===== src/mdps_pkg.sv =====
// Constants, register map and carrier types of the multi-domain power sequencer.
// Assumes a single 40 MHz clock; rail and pin groups travel as packed structs.
package mdps_pkg;

    // Timebase
    localparam int CLK_HZ = 40_000_000;
    localparam int CYCLES_PER_MS = CLK_HZ / 1000;
    localparam int STAGE_DELAY_MS = 2;
    localparam int RESET_DELAY_MS = 50;
    localparam int CNT_W = 22;

    // Register byte offsets
    localparam logic [11:0] OFF_CONTROL = 12'h000;
    localparam logic [11:0] OFF_VOLTAGE = 12'h004;
    localparam logic [11:0] OFF_STATUS = 12'h008;

    // Control register fields
    localparam int CTL_HOST_LEVEL = 0;
    localparam int CTL_MEM_SLEEP = 1;
    localparam int CTL_LDO2_SLEEP = 2;
    localparam int CTL_LDO3_SLEEP = 3;
    localparam int CTL_W = 4;
    localparam logic [3:0] CONTROL_RST = 4'he;

    // Voltage register fields, 25 mV per code: 1.1 V normal, 1.2 V sleep
    localparam int VID_W = 8;
    localparam int VID_SLEEP_LSB = 8;
    localparam logic [7:0] VID_NORMAL_RST = 8'h2c;
    localparam logic [7:0] VID_SLEEP_RST = 8'h30;

    // Open-drain pin indices
    localparam int OD_FULL_POWER = 0;
    localparam int OD_HOST = 1;
    localparam int OD_RESET = 2;
    localparam int OD_CORE = 3;

    // Domain levels
    localparam logic [1:0] LVL_OFF = 2'h0;
    localparam logic [1:0] LVL_FIRST = 2'h1;
    localparam logic [1:0] LVL_SECOND = 2'h2;
    localparam logic [1:0] LVL_SWITCH = 2'h3;

    // Main stages: number of rail groups enabled
    localparam logic [1:0] STG_NONE = 2'h0;
    localparam logic [1:0] STG_EARLY = 2'h1;
    localparam logic [1:0] STG_MID = 2'h2;

    typedef enum logic [1:0] {MS_OFF, MS_RAMP_UP, MS_ON, MS_RAMP_DOWN} mdps_main_e;

    typedef struct packed {
        logic resetRequest;
        logic auxSwitchEnable;
        logic fullPowerDomainEnable;
        logic mainPowerEnable;
        logic logicDomainEnable;
        logic sleepSelect;
    } mdps_ctl_s;

    typedef struct packed {
        logic standaloneSwitch;
        logic mergedSwitch;
        logic thirdLdo;
        logic secondLdo;
        logic transceiverLdo;
        logic terminationLdo;
        logic memoryBuck;
        logic [1:0] midBuck;
        logic [2:0] earlyBuck;
    } mdps_rails_s;

    typedef struct packed {
        logic memoryBuck;
        logic secondLdo;
        logic thirdLdo;
    } mdps_sleep_s;

    typedef struct packed {
        logic processorReleased;
        logic [1:0] logicLevel;
        logic [1:0] fullPowerLevel;
        logic [1:0] stage;
        mdps_main_e main;
        mdps_rails_s rails;
    } mdps_status_s;

endpackage : mdps_pkg


===== src/mdps_sequencer.sv =====
// Pin-driven power sequencer with an APB register slave.
// Assumes control pins and power-good inputs are synchronous to mclk.
//
// Summary of operation
// RQ1 - Rails and outputs switch on only when control inputs and predecessor power-good agree.
// RQ2 - Rising main power enable starts the primary power-up sequence.
// RQ3 - Controller holds reset request and both domain enables high from the start.
// RQ4 - Always-on boards may tie both domain enables to main power enable.
// RQ5 - Sleep select low gives 1.2 V memory buck, high gives 1.1 V.
// RQ6 - Auxiliary switch enable drives standalone load switch directly, independent of sequence.
// RQ7 - Reset request low holds processor reset low; release 50 ms after it rises.
// RQ8 - Board may pull reset request low by pushbutton against a pull-up.
// RQ9 - Full-power and core switch outputs enable external load switches for low power.
// RQ10 - Full-power enable low cuts memory buck, transceiver, termination LDO, full-power switch.
// RQ11 - Logic enable low cuts merged switch, third LDO and core switch.
// RQ12 - Shared switch/LDO control acts on the transceiver LDO.
// RQ13 - Two low-voltage switches act merged; alternate shared fields have no effect.
// RQ14 - Host-adjustable settings stay writable over the bus after power-on.
// RQ15 - Memory buck defaults 1.1 V, sleep 1.2 V, 25 mV steps, sleep enabled.
// RQ16 - Second and third LDO sleep follows sleep select; transceiver LDO has none.
// RQ17 - Termination LDO enabled by full-power enable, faults not masked.
// RQ18 - Processor reset is open-drain from power-good; host output is register-set open-drain.
// RQ19 - Power-down disables groups in reverse order with fixed delay between.
// RQ20 - Domain enable returning high re-enables its rails staged with power-good gating.
//
// Chosen here: the register offsets and the APB register port.
`timescale 1ns/1ps
`default_nettype none

module mdps_sequencer
    import mdps_pkg::*;
#(
    parameter int STAGE_CYCLES = STAGE_DELAY_MS * CYCLES_PER_MS,
    parameter int RESET_CYCLES = RESET_DELAY_MS * CYCLES_PER_MS
)
(
    // Clock and reset
    input wire logic mclk,
    input wire logic rst_n,
    // APB slave
    input wire logic psel,
    input wire logic penable,
    input wire logic pwrite,
    input wire logic [11:0] paddr,
    input wire logic [31:0] pwdata,
    output logic [31:0] prdata,
    output logic pready,
    output logic pslverr,
    // Control pins and rail feedback
    input wire mdps_ctl_s ctl,
    input wire mdps_rails_s pgood,
    // Rail enables and voltage selection
    output mdps_rails_s railEn,
    output logic [VID_W-1:0] memBuckVid,
    output mdps_sleep_s sleepMode,
    // Open-drain general outputs
    input wire logic [3:0] odIn,
    output logic [3:0] odOut,
    output logic [3:0] odOeN
);

    typedef struct packed {
        mdps_main_e main;
        logic [1:0] stage;
        logic [CNT_W-1:0] cnt;
        logic [1:0] fpLvl;
        logic [CNT_W-1:0] fpCnt;
        logic [1:0] lgLvl;
        logic [CNT_W-1:0] lgCnt;
        logic [CNT_W-1:0] porCnt;
        logic mainPrev;
        logic [CTL_W-1:0] control;
        logic [VID_W-1:0] vidNormal;
        logic [VID_W-1:0] vidSleep;
        mdps_rails_s rails;
        logic [VID_W-1:0] vid;
        mdps_sleep_s sleep;
        logic [3:0] oeN;
        logic [31:0] rdata;
        logic err;
    } mdps_state_s;

    mdps_state_s s;
    mdps_state_s next_s;
    mdps_status_s status;
    logic mainRise;
    logic stageDone;
    logic porReleased;

    function automatic logic [CNT_W-1:0] bump(input logic [CNT_W-1:0] c);
        bump = (&c) ? c : c + CNT_W'(1);
    endfunction : bump

    function automatic logic elapsed(input logic [CNT_W-1:0] c, input int lim);
        elapsed = c >= CNT_W'(lim);
    endfunction : elapsed

    function automatic logic groupGood(input logic [1:0] stg, input mdps_rails_s pg);
        if (stg == STG_EARLY)
        begin
            groupGood = &pg.earlyBuck;
        end
        else
        begin
            groupGood = (&pg.midBuck) & pg.secondLdo;
        end
    endfunction : groupGood

    function automatic logic mapped(input logic [11:0] a);
        mapped = (a == OFF_CONTROL) || (a == OFF_VOLTAGE) || (a == OFF_STATUS);
    endfunction : mapped

    assign mainRise = ctl.mainPowerEnable & ~s.mainPrev;
    assign stageDone = elapsed(s.cnt, STAGE_CYCLES);
    assign porReleased = elapsed(s.porCnt, RESET_CYCLES) && (s.main == MS_ON);

    always_comb
    begin
        status.processorReleased = s.oeN[OD_RESET];
        status.logicLevel = s.lgLvl;
        status.fullPowerLevel = s.fpLvl;
        status.stage = s.stage;
        status.main = s.main;
        status.rails = s.rails;
    end

    always_comb
    begin
        next_s = s;
        next_s.mainPrev = ctl.mainPowerEnable;

        // Main sequence over the always-present rail groups
        case (s.main)
            MS_OFF:
            begin
                if (mainRise) // RQ2
                begin
                    next_s.main = MS_RAMP_UP;
                    next_s.stage = STG_EARLY;
                    next_s.cnt = '0;
                end
            end
            MS_RAMP_UP:
            begin
                next_s.cnt = bump(s.cnt);
                if (!ctl.mainPowerEnable)
                begin
                    next_s.main = MS_RAMP_DOWN;
                    next_s.cnt = '0;
                end
                else if (stageDone && groupGood(s.stage, pgood)) // RQ1
                begin
                    next_s.cnt = '0;
                    if (s.stage == STG_MID)
                    begin
                        next_s.main = MS_ON;
                    end
                    else
                    begin
                        next_s.stage = STG_MID;
                    end
                end
            end
            MS_ON:
            begin
                if (!ctl.mainPowerEnable)
                begin
                    next_s.main = MS_RAMP_DOWN;
                    next_s.cnt = '0;
                end
            end
            MS_RAMP_DOWN:
            begin
                next_s.cnt = bump(s.cnt);
                if (stageDone) // RQ19
                begin
                    next_s.cnt = '0;
                    next_s.stage = s.stage - STG_EARLY;
                    if (s.stage == STG_EARLY)
                    begin
                        next_s.main = MS_OFF;
                    end
                end
            end
            default:
            begin
                next_s.main = MS_OFF;
            end
        endcase

        // Full-power domain: termination LDO, then memory buck and transceiver, then switch
        if (!ctl.fullPowerDomainEnable || next_s.main != MS_ON) // RQ10
        begin
            next_s.fpLvl = LVL_OFF;
            next_s.fpCnt = '0;
        end
        else if (s.fpLvl >= LVL_SECOND && !pgood.terminationLdo) // RQ17
        begin
            next_s.fpLvl = LVL_OFF;
            next_s.fpCnt = '0;
        end
        else if (s.fpLvl != LVL_SWITCH) // RQ20
        begin
            next_s.fpCnt = bump(s.fpCnt);
            if (elapsed(s.fpCnt, STAGE_CYCLES)
                && (s.fpLvl != LVL_FIRST || pgood.terminationLdo)
                && (s.fpLvl != LVL_SECOND || (pgood.memoryBuck && pgood.transceiverLdo))) // RQ1
            begin
                next_s.fpLvl = s.fpLvl + LVL_FIRST;
                next_s.fpCnt = '0;
            end
        end

        // Logic domain: merged switch, then third LDO, then core switch
        if (!ctl.logicDomainEnable || next_s.main != MS_ON) // RQ11
        begin
            next_s.lgLvl = LVL_OFF;
            next_s.lgCnt = '0;
        end
        else if (s.lgLvl != LVL_SWITCH) // RQ20
        begin
            next_s.lgCnt = bump(s.lgCnt);
            if (elapsed(s.lgCnt, STAGE_CYCLES)
                && (s.lgLvl != LVL_FIRST || pgood.mergedSwitch)
                && (s.lgLvl != LVL_SECOND || pgood.thirdLdo)) // RQ1
            begin
                next_s.lgLvl = s.lgLvl + LVL_FIRST;
                next_s.lgCnt = '0;
            end
        end

        // Processor reset release timer
        if (!ctl.resetRequest) // RQ7
        begin
            next_s.porCnt = '0;
        end
        else
        begin
            next_s.porCnt = bump(s.porCnt);
        end

        // Rail enables follow the next stage and domain levels; the standalone switch follows its control pin
        next_s.rails.earlyBuck = {3{next_s.stage >= STG_EARLY}};
        next_s.rails.midBuck = {2{next_s.stage >= STG_MID}};
        next_s.rails.secondLdo = next_s.stage >= STG_MID;
        next_s.rails.terminationLdo = next_s.fpLvl >= LVL_FIRST; // RQ17
        next_s.rails.memoryBuck = next_s.fpLvl >= LVL_SECOND;
        // Shared switch/LDO control drives the transceiver LDO
        next_s.rails.transceiverLdo = next_s.fpLvl >= LVL_SECOND; // RQ12
        // One enable for both low-voltage switches
        next_s.rails.mergedSwitch = next_s.lgLvl >= LVL_FIRST; // RQ13
        next_s.rails.thirdLdo = next_s.lgLvl >= LVL_SECOND;
        next_s.rails.standaloneSwitch = ctl.auxSwitchEnable; // RQ6

        // Open-drain pins: enable low pulls the pin low
        next_s.oeN[OD_FULL_POWER] = next_s.fpLvl == LVL_SWITCH; // RQ9
        next_s.oeN[OD_CORE] = next_s.lgLvl == LVL_SWITCH; // RQ9
        next_s.oeN[OD_RESET] = ctl.resetRequest && porReleased; // RQ18
        next_s.oeN[OD_HOST] = s.control[CTL_HOST_LEVEL]; // RQ18

        // Memory buck target and sleep flags
        if (s.control[CTL_MEM_SLEEP] && !ctl.sleepSelect) // RQ5
        begin
            next_s.vid = s.vidSleep;
        end
        else
        begin
            next_s.vid = s.vidNormal;
        end
        next_s.sleep.memoryBuck = s.control[CTL_MEM_SLEEP] & ~ctl.sleepSelect; // RQ15
        next_s.sleep.secondLdo = s.control[CTL_LDO2_SLEEP] & ctl.sleepSelect; // RQ16
        next_s.sleep.thirdLdo = s.control[CTL_LDO3_SLEEP] & ctl.sleepSelect; // RQ16

        // APB: read data captured in setup, writes take effect in access
        if (psel && !penable)
        begin
            next_s.err = !mapped(paddr);
            next_s.rdata = '0;
            if (paddr == OFF_CONTROL)
            begin
                next_s.rdata = 32'(s.control);
            end
            else if (paddr == OFF_VOLTAGE)
            begin
                next_s.rdata = 32'({s.vidSleep, s.vidNormal});
            end
            else if (paddr == OFF_STATUS)
            begin
                next_s.rdata = 32'(status);
            end
        end
        if (psel && penable && pwrite) // RQ14
        begin
            if (paddr == OFF_CONTROL)
            begin
                next_s.control = pwdata[CTL_W-1:0];
            end
            else if (paddr == OFF_VOLTAGE)
            begin
                next_s.vidNormal = pwdata[VID_W-1:0];
                next_s.vidSleep = pwdata[VID_SLEEP_LSB +: VID_W];
            end
        end
    end

    always_ff @(posedge mclk or negedge rst_n)
    begin
        if (!rst_n)
        begin
            s <= '0;
            s.main <= MS_OFF;
            s.control <= CONTROL_RST;
            s.vidNormal <= VID_NORMAL_RST; // RQ15
            s.vidSleep <= VID_SLEEP_RST;
            s.vid <= VID_NORMAL_RST;
        end
        else
        begin
            s <= next_s;
        end
    end

    assign prdata = s.rdata;
    assign pready = 1'b1;
    assign pslverr = s.err & psel & penable;
    assign railEn = s.rails;
    assign memBuckVid = s.vid;
    assign sleepMode = s.sleep;
    assign odOut = '0;
    assign odOeN = s.oeN;
endmodule : mdps_sequencer

`default_nettype wire


===== config.mk =====
export PLATFORM = sky130hd
export DESIGN_NAME = mdps_sequencer
export DESIGN_NICKNAME = d
export VERILOG_FILES = /design/src/mdps_pkg.sv /design/src/mdps_sequencer.sv
export SDC_FILE = /design/constraint.sdc
export NUM_CORES = 1
export LEC_CHECK = 0
export BUFFER_PORTS_ARGS = -buffer_cell sky130_fd_sc_hd__buf_2
export CORE_ASPECT_RATIO = 1.4
export CORE_UTILIZATION = 50
export DETAILED_ROUTE_END_ITERATION = 10
export PLACE_DENSITY = 0.83
export SYNTH_ARGS = -nofsm -noshare
export SYNTH_HDL_FRONTEND = slang
export SYNTH_SLANG_ARGS = --single-unit

===== constraint.sdc =====
create_clock -name mclk -period 5.7 [get_ports mclk]
set_input_delay 0.57 -clock mclk [delete_from_list [all_inputs] [get_ports mclk]]
set_output_delay 0.57 -clock mclk [all_outputs]
set_load 0.01 [all_outputs]

==> results.sh, run 1 <==
export IMPL_status="complete, no violations"
export IMPL_num_io_pins=136
export IMPL_grt_pass1_vias=7438
export IMPL_wl_um=21200
export IMPL_die_w_um=117
export IMPL_p_comb_frac=0.101
export IMPL_period_minus_slack_ns=2.84
export IMPL_antenna_found_initial=0
export IMPL_setup_viol=0
export IMPL_grt_usage=0.230
export IMPL_cts_root_buf="clkbuf_16"
export IMPL_coreArea_mm2=0.0181
export IMPL_synth_area_top_cells="dfrtp_1 (40%), buf_4 (5.3%), nand2_1 (4.0%)"
export IMPL_maxSlewHeadroom=0.238
export IMPL_cts_htree_levels=4
export IMPL_max_slew_worst_pin_slew_ns=1.14
export IMPL_stdcell_count=1289
export IMPL_criticalPathCategory="register to register"
export IMPL_peakVddDrop_mv=0.243
export IMPL_clock_skew_ns=0.0144
export IMPL_layout_drive_gt1_share=0.195
export IMPL_gp_congestion=0.888
export IMPL_dieArea_mm2=0.0192
export IMPL_vias=7825
export IMPL_start_util=0.514
export IMPL_wire_per_inst_um=16.5
export IMPL_nets=1123
export IMPL_drc=0
export IMPL_final_setup_tns_ns=0
export IMPL_fmax_ghz=0.352
export IMPL_p_switching_mw=0.740
export IMPL_cts_resized_gates=0
export IMPL_switching_share=0.283
export IMPL_drtPass1Iterations=5
export IMPL_synthArstFlopShare=1.00
export IMPL_synth_top_cell_by_area="dfrtp_1"
export IMPL_rsz0062_at_grt="false"
export IMPL_clock_sinks=161
export IMPL_final_cell_mix="dfrtp_1 (150), nand2_1 (99), buf_2 (97)"
export IMPL_drt_iter0_drc=633
export IMPL_placedInstanceArea_mm2=0.00956
export IMPL_synthFlopType="dfrtp_1"
export IMPL_final_common_cell="dfrtp_1"
export IMPL_port_buffers=98
export IMPL_ant_nets=0
export IMPL_worstPathMaxFanout=17
export IMPL_postSynthCellCount=1005
export IMPL_hold_class="primary input to async pin"
export IMPL_area_growth_pct=8.62
export IMPL_dp_hpwl_um=14700
export IMPL_hold_violations=0
export IMPL_antenna_cells=0
export IMPL_critPathArrivalTime_ns=3.17
export IMPL_drv_slew=0
export IMPL_internal_power_mw=1.88
export IMPL_grt_pass1_wl_um=35700
export IMPL_max_cap_violations=0
export IMPL_numCtsBuffers=17
export IMPL_ys_seq_area_frac=0.434
export IMPL_yosysTopAreaCellShare=0.403
export IMPL_synth_edff_count=0
export IMPL_die_h_um=164
export IMPL_start_kind="register"
export IMPL_grt_max_degree=103
export IMPL_dp_cells=1257
export IMPL_clkLatencyLatePin_ns=0.44
export IMPL_power_frac_seq=0.474
export IMPL_synth_distinct_cells=76
export IMPL_postCtsHoldBufs=0
export IMPL_cts_post_setup_buffers_inserted=0
export IMPL_p_leak_nw=4.28
export IMPL_row_count=58
export IMPL_yosys_warnings=0
export IMPL_overflow=0
export IMPL_synth_area_per_cell_um2=9.28
export IMPL_critPathCaptureType="register"
export IMPL_tritoncts="done"
export IMPL_vias_per_cell=6.07
export IMPL_final_cell_area_mm2=0.0101
export IMPL_p_clk_frac=0.425
export IMPL_path_clk_slew_ns=0.07
export IMPL_cts_buffer_depth=2
export IMPL_synth_seq_cells=161
export IMPL_synth_area_mm2=0.00932
export IMPL_required_ns=6.03
export IMPL_post_route_period_util=0.498
export IMPL_cellPowerDensity_mw_per_mm2=258
## power groups by stage
stage                     clock network [mW]  logic [mW]  registers (mW)
after floorplan                            0       0.199            1.24
after global placement                     0       0.255            1.26
after detailed placement                   0       0.264            1.26
after CTS                               1.13       0.264            1.24
after global routing                    1.18       0.296            1.25
final                                   1.11       0.263            1.24
## cell families after synthesis
kind of cell | synth area share
simple gates | 0.224
other cells | 0.000805
fa+ha+maj | 0.0215
compound gates | 0.172
mux | 0.0370
xor+xnor | 0.0235
buf+inv | 0.0870
flops | 0.434
## cells in the mapped netlist, drive strengths merged, types with 4 or more instances
master,instances
dfrtp,150
nand2,99
buf,74
nor2,61
nand3,56
o21ai,48
a21oi,42
clkbuf,34
inv,32
nand4,31
mux2,28
nor3,23
a31oi,21
nor4,21
and3,20
o211ai,20
xnor2,20
and2,17
o31ai,17
ha,16
a211oi,14
a22oi,14
or4,14
o2111ai,13
dfstp,11
or3,10
and4,9
o21a,8
nand2b,7
nand3b,5
nand4b,5
xor2,5
a2111oi,4
a21boi,4
nor2b,4
## registers in the layout (all words and copies together) (netlist names)
name	count
memBuckVid	8
next_s	1
odOeN	4
prdata	21
railEn	7
s	117
sleepMode	3
## worst paths after layout
kind                            start          to  slack [ns]  cells past startpoint
min in group mclk              ctl[4]  railEn[11]        0.24                      1
setup reg to reg               s[150]      s[147]        2.86                      5
hold / removal                  rst_n       s[86]        0.24                      1
max in group asynchronous       rst_n  prdata[14]        4.20                      2
hold reg to reg            next_s[34]    odOeN[1]        0.40                      0
setup / recovery               s[150]      s[147]        2.86                      5
## per-layer routing
metal / GRT usage / up-vias / wire length, µm
met2: 0.400 / 267 / 10700
met5: 0 / - / 0
met1: 0.275 / 3807 / 8820
li1: - / 3689 / -
met4: 0.118 / 0 / 777
met3: 0.0374 / 62 / 907
## per-stage QoR
step	utilization	total power, mW	hold slack (ns)	setup slack (ns)
floorplan	-	1.44	0.274	3.37
global placement	0.527	1.51	0.392	2.91
detailed placement	0.527	1.52	0.390	2.87
CTS	0.558	2.63	0.228	2.83
global route	0.558	2.72	0.235	2.55
finish	0.558	2.62	0.236	2.86
## area by class of cell
type	count	area [µm²]
fillers	1537	8020
multi-input cells	716	4530
flip-flops and latches	161	4040
repair buffers	106	557
clock buffers	18	439
well taps	240	300
clock inverters	14	130
inverters	34	128
## worst max-delay path: stages (launching register included)
cell,delay [ns]
dfrtp_1,0.51
ha_1,0.61
clkinv_1,0.45
nand3_1,0.31
o211ai_1,0.48
a211oi_1,0.36
(Power assumes the default switching activity.)
==> inputs of run 2 (changes only) <==
- clock period: 5.7 -> 2.9 ns (I/O delays scaled with it)
==> results.sh, run 2 (same netlist as run 1, synthesis figures left out) <==
export IMPL_nets=1139
export IMPL_status="complete, no violations"
export IMPL_cts_buffer_depth=2
export IMPL_critPathArrivalTime_ns=2.83
export IMPL_post_place_ws_ns=0.464
export IMPL_dieArea_mm2=0.0192
export IMPL_worstPathMaxFanout=10
export IMPL_maxSlewHeadroom=0.521
export IMPL_clkLatencyLatePin_ns=0.42
export IMPL_final_common_cell="dfrtp_1"
export IMPL_postCtsHoldBufs=2
export IMPL_antenna_found_initial=0
export IMPL_hold_class="primary input to register"
export IMPL_hold_violations=0
export IMPL_grt_usage=0.240
export IMPL_port_buffers=98
export IMPL_grt_pass1_wl_um=37300
export IMPL_overflow=0
export IMPL_cts_root_buf="clkbuf_16"
export IMPL_final_setup_tns_ns=0
export IMPL_r2r_slack_ns=0.41
export IMPL_gp_congestion=0.899
export IMPL_reg2reg_depth=8
export IMPL_area_growth_pct=10.6
export IMPL_critPathCaptureType="register"
export IMPL_drtPass1Iterations=5
export IMPL_drc=0
export IMPL_vias=8038
export IMPL_post_route_period_util=0.858
export IMPL_layout_drive_gt1_share=0.205
export IMPL_setup_viol=0
export IMPL_clock_skew_ns=0.0102
export IMPL_final_cell_mix="dfrtp_1 (150), nand2_1 (99), buf_2 (97)"
export IMPL_numCtsBuffers=17
export IMPL_stdcell_count=1304
export IMPL_dp_cells=1271
export IMPL_cellPowerDensity_mw_per_mm2=517
export IMPL_start_kind="register"
export IMPL_timing_rr_end="s[144]"
export IMPL_worstHoldPathCells=1
export IMPL_ant_nets=0
export IMPL_worstHoldEndpoint="s[80]"
export IMPL_cts_resized_gates=0
export IMPL_top_register="s"
export IMPL_grt_max_degree=80
export IMPL_min_from="ctl[2]"
export IMPL_fmax_ghz=0.402
export IMPL_r2r_start="s[149]"
export IMPL_grt_pass1_vias=7612
export IMPL_max_cap_violations=0
export IMPL_coreArea_mm2=0.0181
export IMPL_clock_sinks=161
export IMPL_vias_per_cell=6.16
export IMPL_die_w_um=117
export IMPL_peakVddDrop_mv=0.364
export IMPL_criticalPathCategory="register to register"
export IMPL_required_ns=3.24
export IMPL_num_io_pins=136
export IMPL_max_slew_worst_pin_slew_ns=0.712
export IMPL_period_minus_slack_ns=2.49
export IMPL_start_util=0.514
export IMPL_dp_hpwl_um=15100
export IMPL_largest_reg_flops=117
export IMPL_drv_slew=0
export IMPL_tritoncts="done"
export IMPL_rsz0062_at_grt="false"
export IMPL_p_leak_nw=4.37
export IMPL_cts_htree_levels=4
export IMPL_wire_per_inst_um=17.1
export IMPL_fin_ws_ns=0.411
export IMPL_drt_iter0_drc=766
export IMPL_wl_um=22300
export IMPL_cts_post_setup_buffers_inserted=0
export IMPL_die_h_um=164
export IMPL_path_clk_slew_ns=0.06
export IMPL_row_count=58
export IMPL_antenna_cells=0
run 2: area by class of cell:
type / count / area, µm²
multi-input combinational: 716 / 4530
fill: 1496 / 7830
tap: 240 / 300
clock buffer: 18 / 439
clock inverter: 13 / 174
inverter: 34 / 128
sequential: 161 / 4040
timing repair buffer: 122 / 694
run 2: critical path: stages, from the launching register on:
cell and delay (ns):
dfrtp_1 0.45, inv_1 0.13, ha_1 0.23, a21boi_0 0.16, a221oi_4 0.34, a211oi_4 0.11, buf_4 0.19, or4_2 0.65
a21oi_1 0.15
run 2: metal layers:
metal | routed length [µm] | GRT usage | part of all wire | vias up
li1 | - | - | - | 3722
met1 | 9090 | 0.290 | 0.41 | 3900
met2 | 11400 | 0.427 | 0.51 | 351
met3 | 1130 | 0.0349 | 0.051 | 65
met4 | 673 | 0.101 | 0.030 | 0
met5 | 0 | 0 | 0 | -
run 2: worst max-delay path by stage:
stage	slack (ns)	start	to
global placement	0.49	s[149]	s[148]
floorplan	0.64	s[149]	s[144]
detailed placement	0.46	s[149]	s[146]
CTS	0.42	s[149]	s[140]
finish	0.41	s[149]	s[144]
global route	0.25	s[149]	s[140]
run 2: stage by stage:
stage	hold slack [ns]	util	total power, mW	instance area, µm²
after floorplan	-0.00559	-	2.82	9380
after global placement	0.357	0.533	2.98	9680
after detailed placement	0.365	0.533	3.00	9680
after CTS	0.0740	0.568	5.34	10300
after global routing	0.0778	0.568	5.52	10300
final	0.0864	0.568	5.33	10300
run 2: report_power, final:
part           internal, mW  switching (mW)
combinational         0.206           0.331
sequential             2.32           0.118
clock                  1.39           0.960
==> inputs of run 3 (changes only) <==
- GPL_TIMING_DRIVEN: default -> 0
==> results.sh, run 3 (same netlist as run 1, synthesis figures left out) <==
export IMPL_numCtsBuffers=17
export IMPL_cellPowerDensity_mw_per_mm2=492
export IMPL_vias_per_cell=5.95
export IMPL_die_w_um=117
export IMPL_num_io_pins=136
export IMPL_ant_nets=0
export IMPL_drc=0
export IMPL_worstPathMaxFanout=8
export IMPL_final_common_cell="dfrtp_1"
export IMPL_final_cell_mix="dfrtp_1 (150), buf_2 (100), nand2_1 (99)"
export IMPL_nets=1224
export IMPL_fmax_ghz=0.368
export IMPL_antenna_found_initial=0
export IMPL_route_top_layer_used="met4"
export IMPL_p_leak_nw=4.69
export IMPL_grt_pass1_vias=7970
export IMPL_cts_root_buf="clkbuf_16"
export IMPL_switching_share=0.269
export IMPL_p_switching_mw=1.43
export IMPL_met2WireLength_um=11600
export IMPL_max_cap_violations=0
export IMPL_r2r_slack_ns=0.18
export IMPL_cts_post_setup_buffers_inserted=0
export IMPL_gp_congestion=0.908
export IMPL_timing_hold_ws_ns=0.0580
export IMPL_fin_ws_ns=0.183
export IMPL_maxSlewHeadroom=0.293
export IMPL_p_comb_frac=0.113
export IMPL_critPathArrivalTime_ns=3.08
export IMPL_largest_reg_flops=117
export IMPL_die_h_um=164
export IMPL_criticalPathCategory="register to register"
export IMPL_clock_skew_ns=0.0103
export IMPL_required_ns=3.26
export IMPL_clock_sinks=161
export IMPL_reg2reg_depth=7
export IMPL_status="complete, no violations"
export IMPL_antenna_cells=0
export IMPL_post_place_ws_ns=0.121
export IMPL_row_count=58
export IMPL_nFillCells=1521
export IMPL_worstHoldPathCells=1
export IMPL_drtPass1Iterations=6
export IMPL_max_slew_worst_pin_slew_ns=1.06
export IMPL_area_growth_pct=16.0
export IMPL_top_register="s"
export IMPL_wire_per_inst_um=16.6
export IMPL_setup_viol=0
export IMPL_post_route_period_util=0.937
export IMPL_drt_iter0_drc=628
export IMPL_layout_drive_gt1_share=0.232
export IMPL_grt_max_degree=129
export IMPL_dp_hpwl_um=16500
export IMPL_p_clk_frac=0.431
export IMPL_internal_power_mw=3.89
export IMPL_fin_util=0.596
export IMPL_period_minus_slack_ns=2.72
export IMPL_tritoncts="done"
export IMPL_wl_um=23100
export IMPL_grt_usage=0.248
export IMPL_port_buffers=96
export IMPL_vias=8268
export IMPL_start_kind="register"
export IMPL_coreArea_mm2=0.0181
export IMPL_overflow=0
export IMPL_clkLatencyLatePin_ns=0.44
export IMPL_drv_slew=0
export IMPL_start_util=0.514
export IMPL_met3WireLength_um=1120
export IMPL_hold_class="primary input to register"
export IMPL_cts_htree_levels=4
export IMPL_power_frac_seq=0.456
export IMPL_rsz0062_at_grt="false"
export IMPL_dieArea_mm2=0.0192
export IMPL_peakVddDrop_mv=0.427
export IMPL_grt_pass1_wl_um=38400
export IMPL_final_setup_tns_ns=0
export IMPL_path_clk_slew_ns=0.07
export IMPL_hold_violations=0
export IMPL_critPathCaptureType="register"
export IMPL_cts_buffer_depth=2
export IMPL_met1Wirelength_um=9350
==> run 3: what timing repair did <==
| action | 4_1_cts | 5_1_grt |
|---|---|---|
| hold endpoints to repair | 34 | 0 |
| resized for setup | 0 | 4 |
| endpoints found under the setup margin | 0 | 21 |
| hold buffers | 2 | 0 |
==> run 3: area by class of cell <==
cell class / instances / area [µm²] / share of cell area
Multi-Input combinational cell: 716 / 4530 / 0.419
Buffer: 108 / 684 / 0.0633
Clock buffer: 20 / 447 / 0.0413
Tap cell: 240 / 300 / 0.0278
Inverter: 34 / 128 / 0.0118
Sequential cell: 161 / 4040 / 0.374
Timing Repair Buffer: 99 / 538 / 0.0498
Clock inverter: 12 / 145 / 0.0134
==> run 3: worst max-delay path, stage by stage, from the launching register on <==
cell      delay (ns)
dfrtp_1         0.46
inv_1           0.16
ha_1            0.23
a21boi_0        0.39
a221oi_4        0.11
a221oi_1        0.93
nand3_1         0.16
a31oi_1         0.19
==> run 3: power by group through the flow <==
| stage | sequential (mW) | clock, mW | combinational, mW |
|---|---|---|---|
| 6_report | 2.43 | 2.29 | 0.601 |
| 5_1_grt | 2.43 | 2.41 | 0.675 |
| 4_1_cts | 2.42 | 2.31 | 0.600 |
| 3_5_place_dp | 2.46 | 0 | 0.594 |
| 3_3_place_gp | 2.46 | 0 | 0.570 |
| 2_1_floorplan | 2.43 | 0 | 0.392 |
==> run 3: worst paths after layout <==
check,start,end
worst max-delay path,s[149],s[133]
worst min-delay path,ctl[2],s[80]
worst max register to register,s[149],s[133]
worst min register to register,next_s[34],odOeN[1]
max in group asynchronous,rst_n,s[166]
min in group asynchronous,rst_n,s[133]
==> run 3: per-layer routing <==
layer | up-vias | track usage
met2 | 294 | 0.440
met1 | 4013 | 0.285
met3 | 73 | 0.0419
met5 | - | 0
li1 | 3888 | -
met4 | 0 | 0.139
==> run 3: per-stage QoR <==
step / cell area [µm²] / power [mW] / std cells
finish: 10800 / 5.32 / 1390
global route: 10800 / 5.52 / 1390
CTS: 10800 / 5.34 / 1390
detailed placement: 10200 / 3.06 / 1356
global placement: 10200 / 3.03 / 1355
floorplan: 9380 / 2.82 / 1019
